`src/pkg/adcsc_pkg.sv`:
```
// Constants, types and states of the converter serial control block
package adcsc_pkg;
    // Word widths and result buffer depth
    localparam int CMD_W      = 8;
    localparam int RES_W      = 10;
    localparam int OUT_BITS   = 12;
    localparam int FIFO_DEPTH = 16;
    // Command bit counts at which the sampler changes
    localparam logic [3:0] TRACK_BIT_NUM = 4'h5;
    localparam logic [3:0] HOLD_BIT_NUM  = 4'h8;
    // Decisions already out before a new start bit is accepted
    localparam logic [3:0] RESTART_BITS  = 4'h3;
    // Clock and power mode codes
    localparam logic [1:0] MODE_PDOWN = 2'h0;
    localparam logic [1:0] MODE_UNASG = 2'h1;
    localparam logic [1:0] MODE_INT   = 2'h2;
    localparam logic [1:0] MODE_EXT   = 2'h3;
    // Reset and conversion start values
    localparam logic [7:0] CMD_RST    = 8'h02;
    localparam logic [9:0] SAR_FIRST  = 10'h200;
    localparam logic [3:0] MSB_IDX    = 4'h9;
    // Internal conversion clock, a longest period rounded down
    localparam int CLK_MHZ      = 125;
    localparam int INT_CLK_KHZ  = 1800;
    localparam int INT_STEP_CYC = (CLK_MHZ * 1000) / INT_CLK_KHZ;

    // Command word fields, start marker at the top
    typedef struct packed {
        logic       start;
        logic [2:0] chan_pick;
        logic       polarity_select;
        logic       input_config_select;
        logic [1:0] clk_power_mode;
    } adcsc_cmd_t;

    // Sampling node connections
    typedef struct packed {
        logic [3:0] pos;
        logic [3:0] neg;
        logic       common_ref_input;
    } adcsc_mux_t;

    typedef enum logic [2:0] {
        ST_IDLE     = 3'h0,
        ST_EXT_STRB = 3'h1,
        ST_EXT_CONV = 3'h2,
        ST_INT_CONV = 3'h3,
        ST_INT_PUSH = 3'h4
    } adcsc_state_t;
endpackage

```
`src/design/adcsc_fifo.sv`:
```
// Result FIFO with valid and ready on both sides
`timescale 1ns/100ps
module adcsc_fifo #(
    parameter int WIDTH = 10,
    parameter int DEPTH = 16
) (
    // Clock and reset
    input  wire logic             clk_in,
    input  wire logic             rst_in,
    // Fill side
    input  wire logic             in_valid_in,
    input  wire logic [WIDTH-1:0] in_data_in,
    output logic                  in_ready_out,
    // Drain side
    output logic                  out_valid_out,
    output logic [WIDTH-1:0]      out_data_out,
    input  wire logic             out_ready_in
);
    localparam int AW = $clog2(DEPTH);

    logic [WIDTH-1:0] mem_r [DEPTH];
    logic [AW-1:0]    wr_r;
    logic [AW-1:0]    rd_r;
    logic [AW:0]      cnt_r;
    logic             push;
    logic             pop;

    // Honest full and empty from the fill count
    assign in_ready_out  = (cnt_r < (AW+1)'(DEPTH));
    assign out_valid_out = (cnt_r != '0);
    assign out_data_out  = mem_r[rd_r];
    assign push          = in_valid_in && in_ready_out;
    assign pop           = out_valid_out && out_ready_in;

    // Storage has no reset; only the pointers matter
    always_ff @(posedge clk_in) begin
        if (push) begin
            mem_r[wr_r] <= in_data_in;
        end
    end

    // Pointers and count
    always_ff @(posedge clk_in or posedge rst_in) begin
        if (rst_in) begin
            wr_r  <= '0;
            rd_r  <= '0;
            cnt_r <= '0;
        end else begin
            if (push) begin
                wr_r <= wr_r + 1'b1;
            end
            if (pop) begin
                rd_r <= rd_r + 1'b1;
            end
            cnt_r <= cnt_r + (AW+1)'(push) - (AW+1)'(pop);
        end
    end
endmodule

```
`src/design/adcsc_top.sv`:
```
// Serial command, sampling sequence and result logic of the converter
`timescale 1ns/100ps
module adcsc_top (
    // Clock and reset
    input  wire logic                    clk_in,
    input  wire logic                    rst_in,
    // Serial pins
    input  wire logic                    sclk_in,
    input  wire logic                    cs_n_in,
    input  wire logic                    din_in,
    output logic                         dout_out,
    output logic                         dout_oe_n_out,
    output logic                         conversion_strobe_out,
    output logic                         conversion_strobe_oe_n_out,
    // Analog front end
    input  wire logic                    comp_in,
    output logic [9:0]                   dac_code_out,
    output adcsc_pkg::adcsc_mux_t        mux_out,
    output logic                         track_out,
    output logic                         unipolar_out,
    output logic                         power_down_out
);
    adcsc_pkg::adcsc_state_t state_r;
    adcsc_pkg::adcsc_cmd_t   cmd_r;
    adcsc_pkg::adcsc_cmd_t   rx_cmd;
    logic [2:0] pin_raw;
    logic [2:0] p0_r, p1_r, p2_r, filt_r;
    logic       sclk_rise, sclk_fall, cs_act, cs_rise, din_s;
    logic [3:0] rx_cnt_r;
    logic [7:0] rx_sh_r;
    logic       rx_en, restart_r, hold_ev;
    logic [9:0] sar_r, sar_nxt;
    logic [3:0] idx_r, step_cnt_r;
    logic       dec, dec_out, step_ev, conv_done;
    logic [6:0] div_r;
    logic       int_step;
    logic       strb_r, track_r, dout_r;
    adcsc_pkg::adcsc_mux_t mux_r;
    logic [11:0] sh_r;
    logic [3:0]  sh_cnt_r;
    logic [9:0]  res;
    logic        fifo_in_ready, fifo_out_valid, pop;
    logic [9:0]  fifo_out_data;

    // Channel decode; unsupported codes connect nothing
    function automatic adcsc_pkg::adcsc_mux_t chan_map(
        input logic [2:0] sel, input logic single);
        adcsc_pkg::adcsc_mux_t m;
        m = '0;
        m.common_ref_input = single;
        unique case (sel)
            3'h1: begin
                m.pos = 4'h1;
                m.neg = single ? 4'h0 : 4'h2;
            end
            3'h5: begin
                m.pos = 4'h2;
                m.neg = single ? 4'h0 : 4'h1;
            end
            3'h2: begin
                m.pos = 4'h4;
                m.neg = single ? 4'h0 : 4'h8;
            end
            3'h6: begin
                m.pos = 4'h8;
                m.neg = single ? 4'h0 : 4'h4;
            end
            default: m.common_ref_input = 1'b0;
        endcase
        return m;
    endfunction

    ////////////////////////////////////////////////////////////////////
    // Pin synchronisers: three stages, change taken when stages agree
    assign pin_raw = {din_in, cs_n_in, sclk_in};
    always_ff @(posedge clk_in or posedge rst_in) begin
        if (rst_in) begin
            p0_r   <= 3'h2;
            p1_r   <= 3'h2;
            p2_r   <= 3'h2;
            filt_r <= 3'h2;
        end else begin
            p0_r <= pin_raw;
            p1_r <= p0_r;
            p2_r <= p1_r;
            for (int i = 0; i < 3; i++) begin
                if (p1_r[i] == p2_r[i]) begin
                    filt_r[i] <= p2_r[i];
                end
            end
        end
    end
    // Edges of the filtered levels; only stages two and three are read
    assign sclk_rise = (p1_r[0] == p2_r[0]) && p2_r[0] && !filt_r[0];
    assign sclk_fall = (p1_r[0] == p2_r[0]) && !p2_r[0] && filt_r[0];
    assign cs_rise   = (p1_r[1] == p2_r[1]) && p2_r[1] && !filt_r[1];
    assign cs_act    = !filt_r[1];
    assign din_s     = p2_r[2];

    ////////////////////////////////////////////////////////////////////
    // Command receiver
    assign rx_en   = (state_r == adcsc_pkg::ST_IDLE) || restart_r ||
                     (state_r == adcsc_pkg::ST_INT_PUSH) ||
                     (state_r == adcsc_pkg::ST_EXT_CONV &&
                      step_cnt_r >= adcsc_pkg::RESTART_BITS);
    assign hold_ev = sclk_fall && cs_act &&
                     rx_cnt_r == adcsc_pkg::HOLD_BIT_NUM;
    assign rx_cmd  = adcsc_pkg::adcsc_cmd_t'(rx_sh_r);

    // Shift on rising edges; a partial word dies with the frame
    always_ff @(posedge clk_in or posedge rst_in) begin
        if (rst_in) begin
            rx_cnt_r <= 4'h0;
            rx_sh_r  <= 8'h00;
        end else if (!cs_act) begin
            rx_cnt_r <= 4'h0;
        end else if (hold_ev) begin
            rx_cnt_r <= 4'h0;
        end else if (sclk_rise && rx_cnt_r == 4'h0) begin
            if (din_s && rx_en) begin
                rx_sh_r  <= 8'h01;
                rx_cnt_r <= 4'h1;
            end
        end else if (sclk_rise &&
                     rx_cnt_r < adcsc_pkg::HOLD_BIT_NUM) begin
            rx_sh_r  <= {rx_sh_r[6:0], din_s};
            rx_cnt_r <= rx_cnt_r + 4'h1;
        end
    end

    // A toggled select lets a new word end a running conversion
    always_ff @(posedge clk_in or posedge rst_in) begin
        if (rst_in) begin
            restart_r <= 1'b0;
        end else if (cs_rise && state_r != adcsc_pkg::ST_IDLE) begin
            restart_r <= 1'b1;
        end else if (hold_ev || state_r == adcsc_pkg::ST_IDLE) begin
            restart_r <= 1'b0;
        end
    end

    ////////////////////////////////////////////////////////////////////
    // Successive approximation step
    assign dec     = (idx_r <= adcsc_pkg::MSB_IDX) && comp_in;
    // Bipolar output is two's complement: the first decision inverts
    assign dec_out = (step_cnt_r == 4'h0 && !cmd_r.polarity_select) ?
                     !dec : dec;
    assign int_step = div_r == 7'(adcsc_pkg::INT_STEP_CYC - 1);
    assign step_ev  = ((state_r == adcsc_pkg::ST_EXT_STRB ||
                        state_r == adcsc_pkg::ST_EXT_CONV) &&
                       sclk_fall && cs_act) ||
                      (state_r == adcsc_pkg::ST_INT_CONV && int_step);
    assign res      = cmd_r.polarity_select ? sar_r :
                      {!sar_r[9], sar_r[8:0]};
    assign conv_done = (state_r == adcsc_pkg::ST_EXT_CONV && step_ev &&
                        step_cnt_r == 4'(adcsc_pkg::OUT_BITS - 1)) ||
                       (state_r == adcsc_pkg::ST_INT_PUSH &&
                        fifo_in_ready);

    always_comb begin
        sar_nxt = sar_r;
        if (idx_r <= adcsc_pkg::MSB_IDX) begin
            sar_nxt[idx_r] = comp_in;
            if (idx_r != 4'h0) begin
                sar_nxt[idx_r - 4'h1] = 1'b1;
            end
        end
    end

    // Internal conversion clock divider, runs only while converting
    always_ff @(posedge clk_in or posedge rst_in) begin
        if (rst_in) begin
            div_r <= 7'h00;
        end else if (state_r != adcsc_pkg::ST_INT_CONV || int_step) begin
            div_r <= 7'h00;
        end else begin
            div_r <= div_r + 7'h01;
        end
    end

    ////////////////////////////////////////////////////////////////////
    // Conversion sequencer, strobe and sample register
    always_ff @(posedge clk_in or posedge rst_in) begin
        if (rst_in) begin
            state_r    <= adcsc_pkg::ST_IDLE;
            cmd_r      <= adcsc_pkg::CMD_RST;
            strb_r     <= 1'b1;
            sar_r      <= 10'h000;
            idx_r      <= 4'hf;
            step_cnt_r <= 4'h0;
        end else if (hold_ev) begin
            cmd_r      <= rx_cmd;
            sar_r      <= adcsc_pkg::SAR_FIRST;
            idx_r      <= adcsc_pkg::MSB_IDX;
            step_cnt_r <= 4'h0;
            unique case (rx_cmd.clk_power_mode)
                adcsc_pkg::MODE_EXT: begin
                    state_r <= adcsc_pkg::ST_EXT_STRB;
                    strb_r  <= 1'b1;
                end
                adcsc_pkg::MODE_INT: begin
                    state_r <= adcsc_pkg::ST_INT_CONV;
                    strb_r  <= 1'b0;
                end
                adcsc_pkg::MODE_PDOWN,
                adcsc_pkg::MODE_UNASG: begin
                    state_r <= adcsc_pkg::ST_IDLE;
                    strb_r  <= 1'b0;
                end
            endcase
        end else if (cs_rise && cmd_r.clk_power_mode ==
                     adcsc_pkg::MODE_EXT) begin
            state_r <= adcsc_pkg::ST_IDLE;
            strb_r  <= 1'b0;
        end else begin
            unique case (state_r)
                adcsc_pkg::ST_IDLE: ;
                adcsc_pkg::ST_EXT_STRB,
                adcsc_pkg::ST_EXT_CONV,
                adcsc_pkg::ST_INT_CONV: begin
                    if (step_ev) begin
                        sar_r      <= sar_nxt;
                        idx_r      <= idx_r - 4'h1;
                        step_cnt_r <= step_cnt_r + 4'h1;
                        if (state_r == adcsc_pkg::ST_EXT_STRB) begin
                            state_r <= adcsc_pkg::ST_EXT_CONV;
                            strb_r  <= 1'b0;
                        end else if (conv_done) begin
                            state_r <= adcsc_pkg::ST_IDLE;
                        end else if (state_r == adcsc_pkg::ST_INT_CONV
                                     && idx_r == 4'h0) begin
                            state_r <= adcsc_pkg::ST_INT_PUSH;
                        end
                    end
                end
                adcsc_pkg::ST_INT_PUSH: begin
                    // Waits here while the result FIFO is full
                    if (fifo_in_ready) begin
                        state_r <= adcsc_pkg::ST_IDLE;
                        strb_r  <= 1'b1;
                    end
                end
                default: state_r <= adcsc_pkg::ST_IDLE;
            endcase
        end
    end

    // Track and hold switch and input routing
    always_ff @(posedge clk_in or posedge rst_in) begin
        if (rst_in) begin
            track_r <= 1'b1;
            mux_r   <= '0;
        end else if (hold_ev) begin
            track_r <= 1'b0;
            mux_r   <= chan_map(rx_cmd.chan_pick,
                                rx_cmd.input_config_select);
        end else if (sclk_fall && cs_act &&
                     rx_cnt_r == adcsc_pkg::TRACK_BIT_NUM) begin
            track_r <= 1'b1;
            mux_r   <= chan_map(rx_sh_r[3:1], 1'b1);
        end else if (conv_done) begin
            track_r <= 1'b1;
        end
    end

    ////////////////////////////////////////////////////////////////////
    // Result buffer between the sequencer and the read shifter
    adcsc_fifo #(
        .WIDTH (adcsc_pkg::RES_W),
        .DEPTH (adcsc_pkg::FIFO_DEPTH)
    ) u_fifo (
        .clk_in        (clk_in),
        .rst_in        (rst_in),
        .in_valid_in   (state_r == adcsc_pkg::ST_INT_PUSH),
        .in_data_in    (res),
        .in_ready_out  (fifo_in_ready),
        .out_valid_out (fifo_out_valid),
        .out_data_out  (fifo_out_data),
        .out_ready_in  (pop)
    );
    assign pop = (sh_cnt_r == 4'h0) && !sclk_fall;

    // Read shifter and data pin, moved only on falling edges
    always_ff @(posedge clk_in or posedge rst_in) begin
        if (rst_in) begin
            sh_r     <= 12'h000;
            sh_cnt_r <= 4'h0;
            dout_r   <= 1'b0;
        end else if (pop && fifo_out_valid) begin
            sh_r     <= {fifo_out_data, 2'h0};
            sh_cnt_r <= 4'(adcsc_pkg::OUT_BITS);
        end else if (sclk_fall && cs_act) begin
            if (step_ev && state_r != adcsc_pkg::ST_INT_CONV) begin
                dout_r <= dec_out;
            end else begin
                dout_r   <= sh_r[11];
                sh_r     <= {sh_r[10:0], 1'b0};
                sh_cnt_r <= (sh_cnt_r == 4'h0) ? 4'h0 :
                            sh_cnt_r - 4'h1;
            end
        end
    end

    // Pin drivers; enables are low while driving
    assign dout_out                   = dout_r;
    assign dout_oe_n_out              = !cs_act;
    assign conversion_strobe_out      = strb_r;
    assign conversion_strobe_oe_n_out = !cs_act &&
        cmd_r.clk_power_mode == adcsc_pkg::MODE_EXT;
    assign dac_code_out   = sar_r;
    assign mux_out        = mux_r;
    assign track_out      = track_r;
    assign unipolar_out   = cmd_r.polarity_select;
    assign power_down_out = cmd_r.clk_power_mode == adcsc_pkg::MODE_PDOWN;
endmodule

```
`config.mk`:
```
export PLATFORM = sky130hd
export DESIGN_NAME = adcsc_top
export DESIGN_NICKNAME = d
export VERILOG_FILES = /design/src/pkg/adcsc_pkg.sv /design/src/design/adcsc_fifo.sv /design/src/design/adcsc_top.sv
export SDC_FILE = /design/constraint.sdc
export NUM_CORES = 1
export LEC_CHECK = 0
export ABC_CLOCK_PERIOD_IN_PS = 3600
export BUFFER_PORTS_ARGS = -buffer_cell sky130_fd_sc_hd__buf_2
export CAP_MARGIN = 30
export CORE_MARGIN = 5
export CORE_UTILIZATION = 62
export CTS_CLUSTER_DIAMETER = 150
export DETAILED_ROUTE_END_ITERATION = 16
export GPL_TIMING_DRIVEN = 0
export PLACE_DENSITY = 0.89
export RECOVER_POWER = 50
export REMOVE_ABC_BUFFERS = 1
export SLEW_MARGIN = 20
export SYNTH_ARGS = -nofsm -noshare
export SYNTH_HDL_FRONTEND = slang
export SYNTH_SLANG_ARGS = --single-unit
```
`constraint.sdc`:
```
create_clock -name clk_in -period 3.6 [get_ports clk_in]
set_clock_uncertainty 0.15 [all_clocks]
set_input_delay 0.18 -clock clk_in [delete_from_list [all_inputs] [get_ports clk_in]]
set_output_delay 0.18 -clock clk_in [all_outputs]
set_load 0.03 [all_outputs]
```
==> metrics.sh, run 1 <==
FF2FF_SETUP_SLACK_PS=320
DP_HPWL_MM=15.2
VIAS=7055
CTS_MADE_BUFFERS=24
CTS.ROOT.BUFFER_CELL='sky130_fd_sc_hd__clkbuf_16'
POST_SYNTH_INSTANCE_AREA_UM2=11200
PEAKVDDDROP_uV=432
NUM-NETS-FINAL=838
MAXCLOCKFREQUENCY_GHz=0.304
CRIT_PATH_END_KIND='flop'
POST_CTS_SETUP_BUFS=0
GRT_SETUP_UNREPAIRED='no'
COMB_POWER_SHARE_PCT=2.2
TIMING_WORST_SLEW_PIN_VALUE_PS=1800
FINAL_PERIOD_MINUS_WORST_SETUP_SLACK_PS=3280
CP_DATA_REQUIRED_TIME_PS=3900
NET-SWITCHING-POWER_mW=1.22
P_LEAK_nW=4.31
MOST_USED_DFF_POST_SYNTH='sky130_fd_sc_hd__edfxtp_1'
DRIVE_GT1_SHARE_PCT=17.8
SEQPWRFRAC_PCT=51.3
SYNTH_TOP_CELL_AREA_SHARE_PCT=42.9
TIMING.REG2REG.WORST_PATH_DEPTH=14
TIMING.CRITICAL_PATH.BUF_INV=3
SYN_AREA_PER_CELL_UM2=14.5
TIMING.FINAL.HOLD_VIOLATIONS=0
CLOCK_TREE.BUFFER_DEPTH=3
TIMING.SLEW.HEADROOM_PCT=-20.4
CPMOSTUSEDCELL='sky130_fd_sc_hd__ha_1'
GRT_PASS1_WL_MM=39.8
POST_SYNTH_NUM_CELL_TYPES=71
R2R-START='u_fifo.cnt_r[3]'
P_CLK_SHARE_PCT=46.5
GRT.OVERFLOW.TOTAL=0
GRT_MAX_DEGREE=56
YS_SEQ_AREA_SHARE_PCT=63.7
PORT_BUFFERS=31
MAX_FO_CRITICAL_PATH=14
NUM_ANTENNA_CELLS=0
BOUNDARYPINS=32
SYNTHARSTFLOPSHARE_PCT=36.8
YOSYS-TOP-CELLS-AREA='sky130_fd_sc_hd__edfxtp_1 43%, sky130_fd_sc_hd__dfrtp_1 18%, sky130_fd_sc_hd__mux4_2 8.2%'
YOSYSWARNINGCOUNT=0
SETUP_VIOL=0
GRT_UTIL_ALL_LAYERS_PCT=24.9
VIAS_PER_CELL=6.74
VIOLATIONS='capacitance limit, slew limit'
SYNTH_LARGEST_AREA_CELL='sky130_fd_sc_hd__edfxtp_1'
MAX_CAP_VIOLATIONS=2
WORST-ENDPOINT-ARRIVAL_PS=3580
SWSHARE_PCT=19.8
FIN_WORST_HOLD_SLACK_PS=94.8
CRITICAL_PATH.MAX_STAGE_DELAY_PS=410
CAPTURE_POINT_OF_THE_WORST_REG_TO_REG_PATH='u_fifo.cnt_r[4]'
VIAS_IN_THE_FIRST_GLOBAL_ROUTE=7039
PLACE_WORST_SETUP_SLACK_PS=219
CP_NUM_CELLS=14
CLK_PIN_SLEW_WORST_PATHS_PS=60
DIEHEIGHT_UM=144
DIE_AREA_UM2=20900
POSTROUTEWIRELENGTH_MM=25.0
TRITONCTS='built'
CRITICAL_PATH.STARTPOINT='u_fifo.cnt_r[3]'
ANT_NETS=0
HTREEDEPTH=1
DIE_WIDTH_UM=144
DETAILEDROUTE.FIRSTPASSITERATIONCOUNT=6
CRITICAL_PATH.STARTPOINT_TYPE='flop'
TRITONCTS_NUM_SINKS=253
WORST_SKEW_PAIR.LATE_LATENCY_PS=520
SLEW_VIOL_FINAL=40
CELLINTERNALPOWER_mW=4.92
CORE_REGION_AREA_UM2=17900
PLACEMENTROWS=49
SETUP.WORST_PATH.CLASS='reg -> reg'
FINAL.SETUP.TNS_PS=0
CRITPATHCAPTURE='u_fifo.cnt_r[4]'
WORST_HOLD_PATH_TYPE='in -> reg'
DETAIL_ROUTE.WL_PER_CELL_UM=23.9
AREA_GROWTH_SYN_TO_LAYOUT_PCT=11.6
POWER.DENSITY_nW_PER_UM2=490
SETUP_SLACK_PS=316
NETLIST_INSTANCES=773
CRITICAL_PATH.CELL_CHAIN='inv_1, ha_1, nor4b_1, a21oi_1, nand2_2, inv_2, ha_1, inv_1, ha_1, fa_1, a21oi_1, nor2_1, nor2_1, xnor2_1'
SYNTH-EDFF-COUNT=160
FINAL.FILL_COUNT=1082
GRT_ANTENNA_BEFORE_REPAIR=0
PLACER_CONGESTION_ESTIMATE=0.868
OUTCOME='finished with violations'
CPLARGESTDELAYFAMILY='adder cells'
REMAINING_DESIGN_RULE_VIOLATION_COUNT=0
INITIAL_UTILIZATION_PCT=62.6
DRT_FIRST_ITER_VIOLATIONS=1117
CRITPATHSLOWESTCELL='sky130_fd_sc_hd__fa_1'
POST-ROUTE-PERIOD-UTIL_PCT=91.2
SYNTH-SEQ-CELLS=253
[worst min path at each step]
stage / from / end / slack [ps] / cells past startpoint
after floorplan: cs_n_in / p0_r[1] / 30 / 0
after global placement: cs_n_in / p0_r[1] / 140 / 1
after detailed placement: rst_in / p2_r[0] / 60 / 2
after CTS: rst_in / sh_r[11] / 80 / 3
after global routing: comp_in / dout_out / 130 / 4
final: comp_in / dout_out / 90 / 4
[logic make-up after synthesis]
kind of cell | synth area share (%)
adders and majority gates | 3.64
AOI/OAI and AO/OA | 7.58
DFF | 63.7
xor gates and xnor gates | 1.95
buffers and inverters | 3.31
muxes | 10.3
and+or+nand+nor | 9.46
[synthesized netlist by cell type, types with 14 or more instances]
cell / count
sky130_fd_sc_hd__ha_1: 31
sky130_fd_sc_hd__mux2i_1: 20
sky130_fd_sc_hd__and3_1: 15
sky130_fd_sc_hd__nand2_1: 60
sky130_fd_sc_hd__mux4_2: 41
sky130_fd_sc_hd__buf_2: 15
sky130_fd_sc_hd__xnor2_1: 14
sky130_fd_sc_hd__o21ai_0: 19
sky130_fd_sc_hd__nor2_1: 35
sky130_fd_sc_hd__clkbuf_1: 17
sky130_fd_sc_hd__edfxtp_1: 160
sky130_fd_sc_hd__dfrtp_1: 82
sky130_fd_sc_hd__nand3_1: 23
sky130_fd_sc_hd__inv_1: 34
sky130_fd_sc_hd__a21oi_1: 18
[final cells by class]
class                   instances  area [um2]  area share [%]
flip-flops and latches        253        7150            57.1
clock inverters                10         190            1.52
repair buffers                 46         309            2.47
inverters                      35         133            1.06
clock buffers                  34         729            5.83
multi-input cells             440        3720            29.7
well taps                     229         287            2.29
[layer usage]
metal / up-vias / global-route usage, % / share of wire, %
met2: 481 / 40.1 / 49
met3: 110 / 4.23 / 9.6
met1: 3491 / 35.0 / 37
li1: 2973 / - / -
met4: 0 / 8.84 / 4.1
met5: - / 0 / 0
[state kept, by name, indices dropped and copies added, names as in the netlist, 5 cells and up]
signal and flops:
u_fifo.mem_r 160, dac_code_out 10, sh_r 10, mux_out 9
div_r 7, rx_cmd 7, u_fifo.cnt_r 5
[metrics by stage]
stage / utilization (%) / instance area [um2] / cells / power [mW]
2_1_floorplan: - / 11000 / 728 / 3.28
3_3_place_gp: 63.8 / 11400 / 988 / 3.32
3_5_place_dp: 64.6 / 11600 / 995 / 3.33
4_1_cts: 70.0 / 12500 / 1043 / 6.15
5_1_grt: 69.9 / 12500 / 1047 / 6.31
6_report: 69.9 / 12500 / 1047 / 6.13
[cells in the final DEF, fill, tap and decap left out, drive strengths merged, types with 9 or more instances in the layout]
cell / n
mux4: 41
a221oi: 12
and2: 9
nand3: 23
xnor2: 14
clkbuf: 50
mux2i: 20
a211oi: 13
inv: 34
nand2: 60
buf: 26
a22o: 10
edfxtp: 160
nor2: 37
o21ai: 24
dfrtp: 82
nor2b: 13
dfstp: 11
ha: 31
and3: 15
xor2: 11
nor3: 12
a21oi: 18
[tightest hold or removal path, cell delays in order]
cell and delay [ps]:
sky130_fd_sc_hd__buf_2 160, sky130_fd_sc_hd__nand2_1 100, sky130_fd_sc_hd__xor2_1 100, sky130_fd_sc_hd__o211ai_1 170
[timing repair]
item                                   CTS  global route
hold buffers                             4             0
endpoints found under the hold margin   86             0
setup endpoints to repair                0             1
resized for setup                        0             1
[power groups by stage]
| stage | combinational, mW | clock, mW | sequential [mW] |
|---|---|---|---|
| 2_1_floorplan | 0.0850 | 0 | 3.20 |
| 3_3_place_gp | 0.120 | 0 | 3.20 |
| 3_5_place_dp | 0.129 | 0 | 3.20 |
| 4_1_cts | 0.136 | 2.86 | 3.15 |
| 5_1_grt | 0.150 | 3.01 | 3.15 |
| 6_report | 0.132 | 2.85 | 3.15 |
Power figures use the tool's default switching activity.
==> run 2: changes to the inputs <==
--- a/config.mk
+++ b/config.mk
@@ -15,7 +15,6 @@
 export GPL_TIMING_DRIVEN = 0
 export PLACE_DENSITY = 0.89
 export RECOVER_POWER = 50
-export REMOVE_ABC_BUFFERS = 1
 export SLEW_MARGIN = 20
 export SYNTH_ARGS = -nofsm -noshare
 export SYNTH_HDL_FRONTEND = slang
==> metrics.sh, run 2 (synthesized netlist as in run 1, its figures left out) <==
USE_MET3_PCT=4.70
CRITICAL_PATH.STARTPOINT_TYPE='flop'
WORST-ENDPOINT-ARRIVAL_PS=3480
CRITICAL_PATH.MAX_STAGE_DELAY_PS=610
PORT_BUFFERS=30
DRIVE_GT1_SHARE_PCT=18.7
REGISTERS.TOP_BY_FF_COUNT='u_fifo.mem_r'
CTS.ROOT.BUFFER_CELL='sky130_fd_sc_hd__clkbuf_16'
FIN_UTIL_PCT=70.4
VIAS=7199
CTS_MADE_BUFFERS=25
POWER.DENSITY_nW_PER_UM2=470
POSTROUTEWIRELENGTH_MM=26.6
POST-ROUTE-PERIOD-UTIL_PCT=96.4
MOST_COMMON_LIBRARY_CELL_IN_THE_LAYOUT_IGNORING_FILL_AND_TAPS='sky130_fd_sc_hd__edfxtp_1'
CORE_REGION_AREA_UM2=17900
POWER_mW=5.92
MAX_CAP_VIOLATIONS=1
CLOCK_TREE.BUFFER_DEPTH=3
FINAL.FILL_COUNT=1077
GRT_UTIL_MET2_PCT=43.4
BOUNDARYPINS=32
SETUP.WORST_PATH.CLASS='reg -> reg'
NUM-NETS-FINAL=881
TRITONCTS='built'
MAX_FO_CRITICAL_PATH=10
CP_DATA_REQUIRED_TIME_PS=3610
VIAS_IN_THE_FIRST_GLOBAL_ROUTE=7335
P_LEAK_nW=4.43
CLK_PIN_SLEW_WORST_PATHS_PS=60
CRITICAL_PATH.CELL_CHAIN='buf_2, nand2b_1, nor3_1, clkbuf_1, nor3b_1, and2_1'
DIEHEIGHT_UM=144
CRIT_PATH_END_KIND='flop'
DETAIL_ROUTE.WL_PER_CELL_UM=24.4
DRT_FIRST_ITER_VIOLATIONS=887
GRT_ANTENNA_BEFORE_REPAIR=0
GRT_PASS1_WL_MM=41.3
GRT-BUSIEST-LAYER='met2'
FLIP_FLOP_COUNT_OF_THE_LARGEST_REGISTER_ALL_COPIES_AND_WORDS_ADDED=160
GRT_MAX_DEGREE=67
ANT_NETS=0
GRT_SETUP_UNREPAIRED='no'
PEAKVDDDROP_uV=440
NUM_ANTENNA_CELLS=0
VIAS_PER_CELL=6.60
TIMING.FINAL.HOLD_VIOLATIONS=0
REMAINING_DESIGN_RULE_VIOLATION_COUNT=0
VIOLATIONS='capacitance limit, slew limit'
SLEW_VIOL_FINAL=17
GRT.MET1_USAGE_PCT=34.9
INITIAL_UTILIZATION_PCT=62.6
OUTCOME='finished with violations'
CRITPATHSLOWESTCELL='sky130_fd_sc_hd__clkbuf_1'
PLACEMENTROWS=49
CPLARGESTDELAYFAMILY='simple AND/OR/NAND/NOR gates'
WORST_HOLD_PATH_TYPE='in -> reg'
MAPPEDNETLISTNETS=811
GRT.OVERFLOW.TOTAL=0
SETUP_VIOL=0
SETUP_SLACK_PS=129
LAYOUT_COMMON_CELLS='160 x sky130_fd_sc_hd__edfxtp_1, 82 x sky130_fd_sc_hd__dfrtp_1, 60 x sky130_fd_sc_hd__nand2_1'
GRT_UTIL_ALL_LAYERS_PCT=26.1
TIMING.CRITICAL_PATH.BUF_INV=2
DIE_AREA_UM2=20900
FINAL_PERIOD_MINUS_WORST_SETUP_SLACK_PS=3470
TIMING.SLEW.HEADROOM_PCT=-7.91
PLACE_WORST_SETUP_SLACK_PS=345
DETAILEDROUTE.FIRSTPASSITERATIONCOUNT=5
TIMING_WORST_SLEW_PIN_VALUE_PS=1610
PLACER_CONGESTION_ESTIMATE=0.882
TRITONCTS_NUM_SINKS=253
MAXCLOCKFREQUENCY_GHz=0.288
HTREEDEPTH=1
DIE_WIDTH_UM=144
WORST_SKEW_PAIR.LATE_LATENCY_PS=540
AREA_GROWTH_SYN_TO_LAYOUT_PCT=12.4
DP_HPWL_MM=15.9
-- run 2: changes by cell type in the layout (fill, tap and decap cells not counted), sizes merged --
cell / previous run / this run
buf: 26 / 52
clkbuf: 50 / 64
clkinv: 2 / 10
bufinv: 5 / 2
clkinvlp: 4 / 1
dlygate4sd3: 4 / 5
inv: 34 / 35
-- run 2: timing repair --
item / CTS / global route
hold endpoints to repair: 85 / 0
buffers inserted: 0 / 0
hold buffers: 5 / 0
gates resized for setup: 0 / 0
-- run 2: metal layers --
metal / wire (um) / up-vias
met3: 2160 / 79
met2: 13300 / 454
met5: 0 / -
li1: - / 3073
met4: 1010 / 0
met1: 10100 / 3593
-- run 2: final timing paths --
| path | from | end | slack (ps) | cells past startpoint |
|---|---|---|---|---|
| max | state_r[2] | u_fifo.mem_r[0][1] | 130 | 6 |
| min | comp_in | dout_out | 110 | 4 |
| max reg2reg | state_r[2] | u_fifo.mem_r[0][1] | 130 | 6 |
| min reg2reg | p1_r[2] | p2_r[2] | 200 | 0 |
| max in group asynchronous | rst_in | idx_r[2] | 1470 | 5 |
| min in group asynchronous | rst_in | sh_r[5] | 900 | 4 |
-- run 2: layout make-up --
cell class	count	area (um2)	area share, %
Sequential cell	253	7150	56.7
Multi-Input combinational cell	440	3710	29.4
Clock buffer	33	706	5.60
Tap cell	229	287	2.27
Timing Repair Buffer	43	263	2.08
Buffer	45	240	1.91
Inverter	35	133	1.05
Clock inverter	13	125	0.992
-- run 2: worst min-delay path: stages --
cell	delay (ps)
sky130_fd_sc_hd__clkbuf_1	210
sky130_fd_sc_hd__nand2_1	140
sky130_fd_sc_hd__xor2_1	70
sky130_fd_sc_hd__o211ai_1	150
-- run 2: stage by stage --
stage	instances	hold slack (ps)	setup TNS [ps]	instance area (um2)
after floorplan	773	34.5	0	11200
after global placement	1032	135	-20650	11600
after detailed placement	1037	15.8	0	11700
after CTS	1088	85.5	0	12600
after global routing	1091	152	0	12600
final	1091	110	0	12600
-- run 2: power by group --
group | internal (mW) | leakage [nW] | switching [mW] | total (mW)
combinational | 0.0549 | 1.65 | 0.103 | 0.158
sequential | 3.10 | 2.37 | 0.0351 | 3.13
clock | 1.53 | 0.415 | 1.11 | 2.63
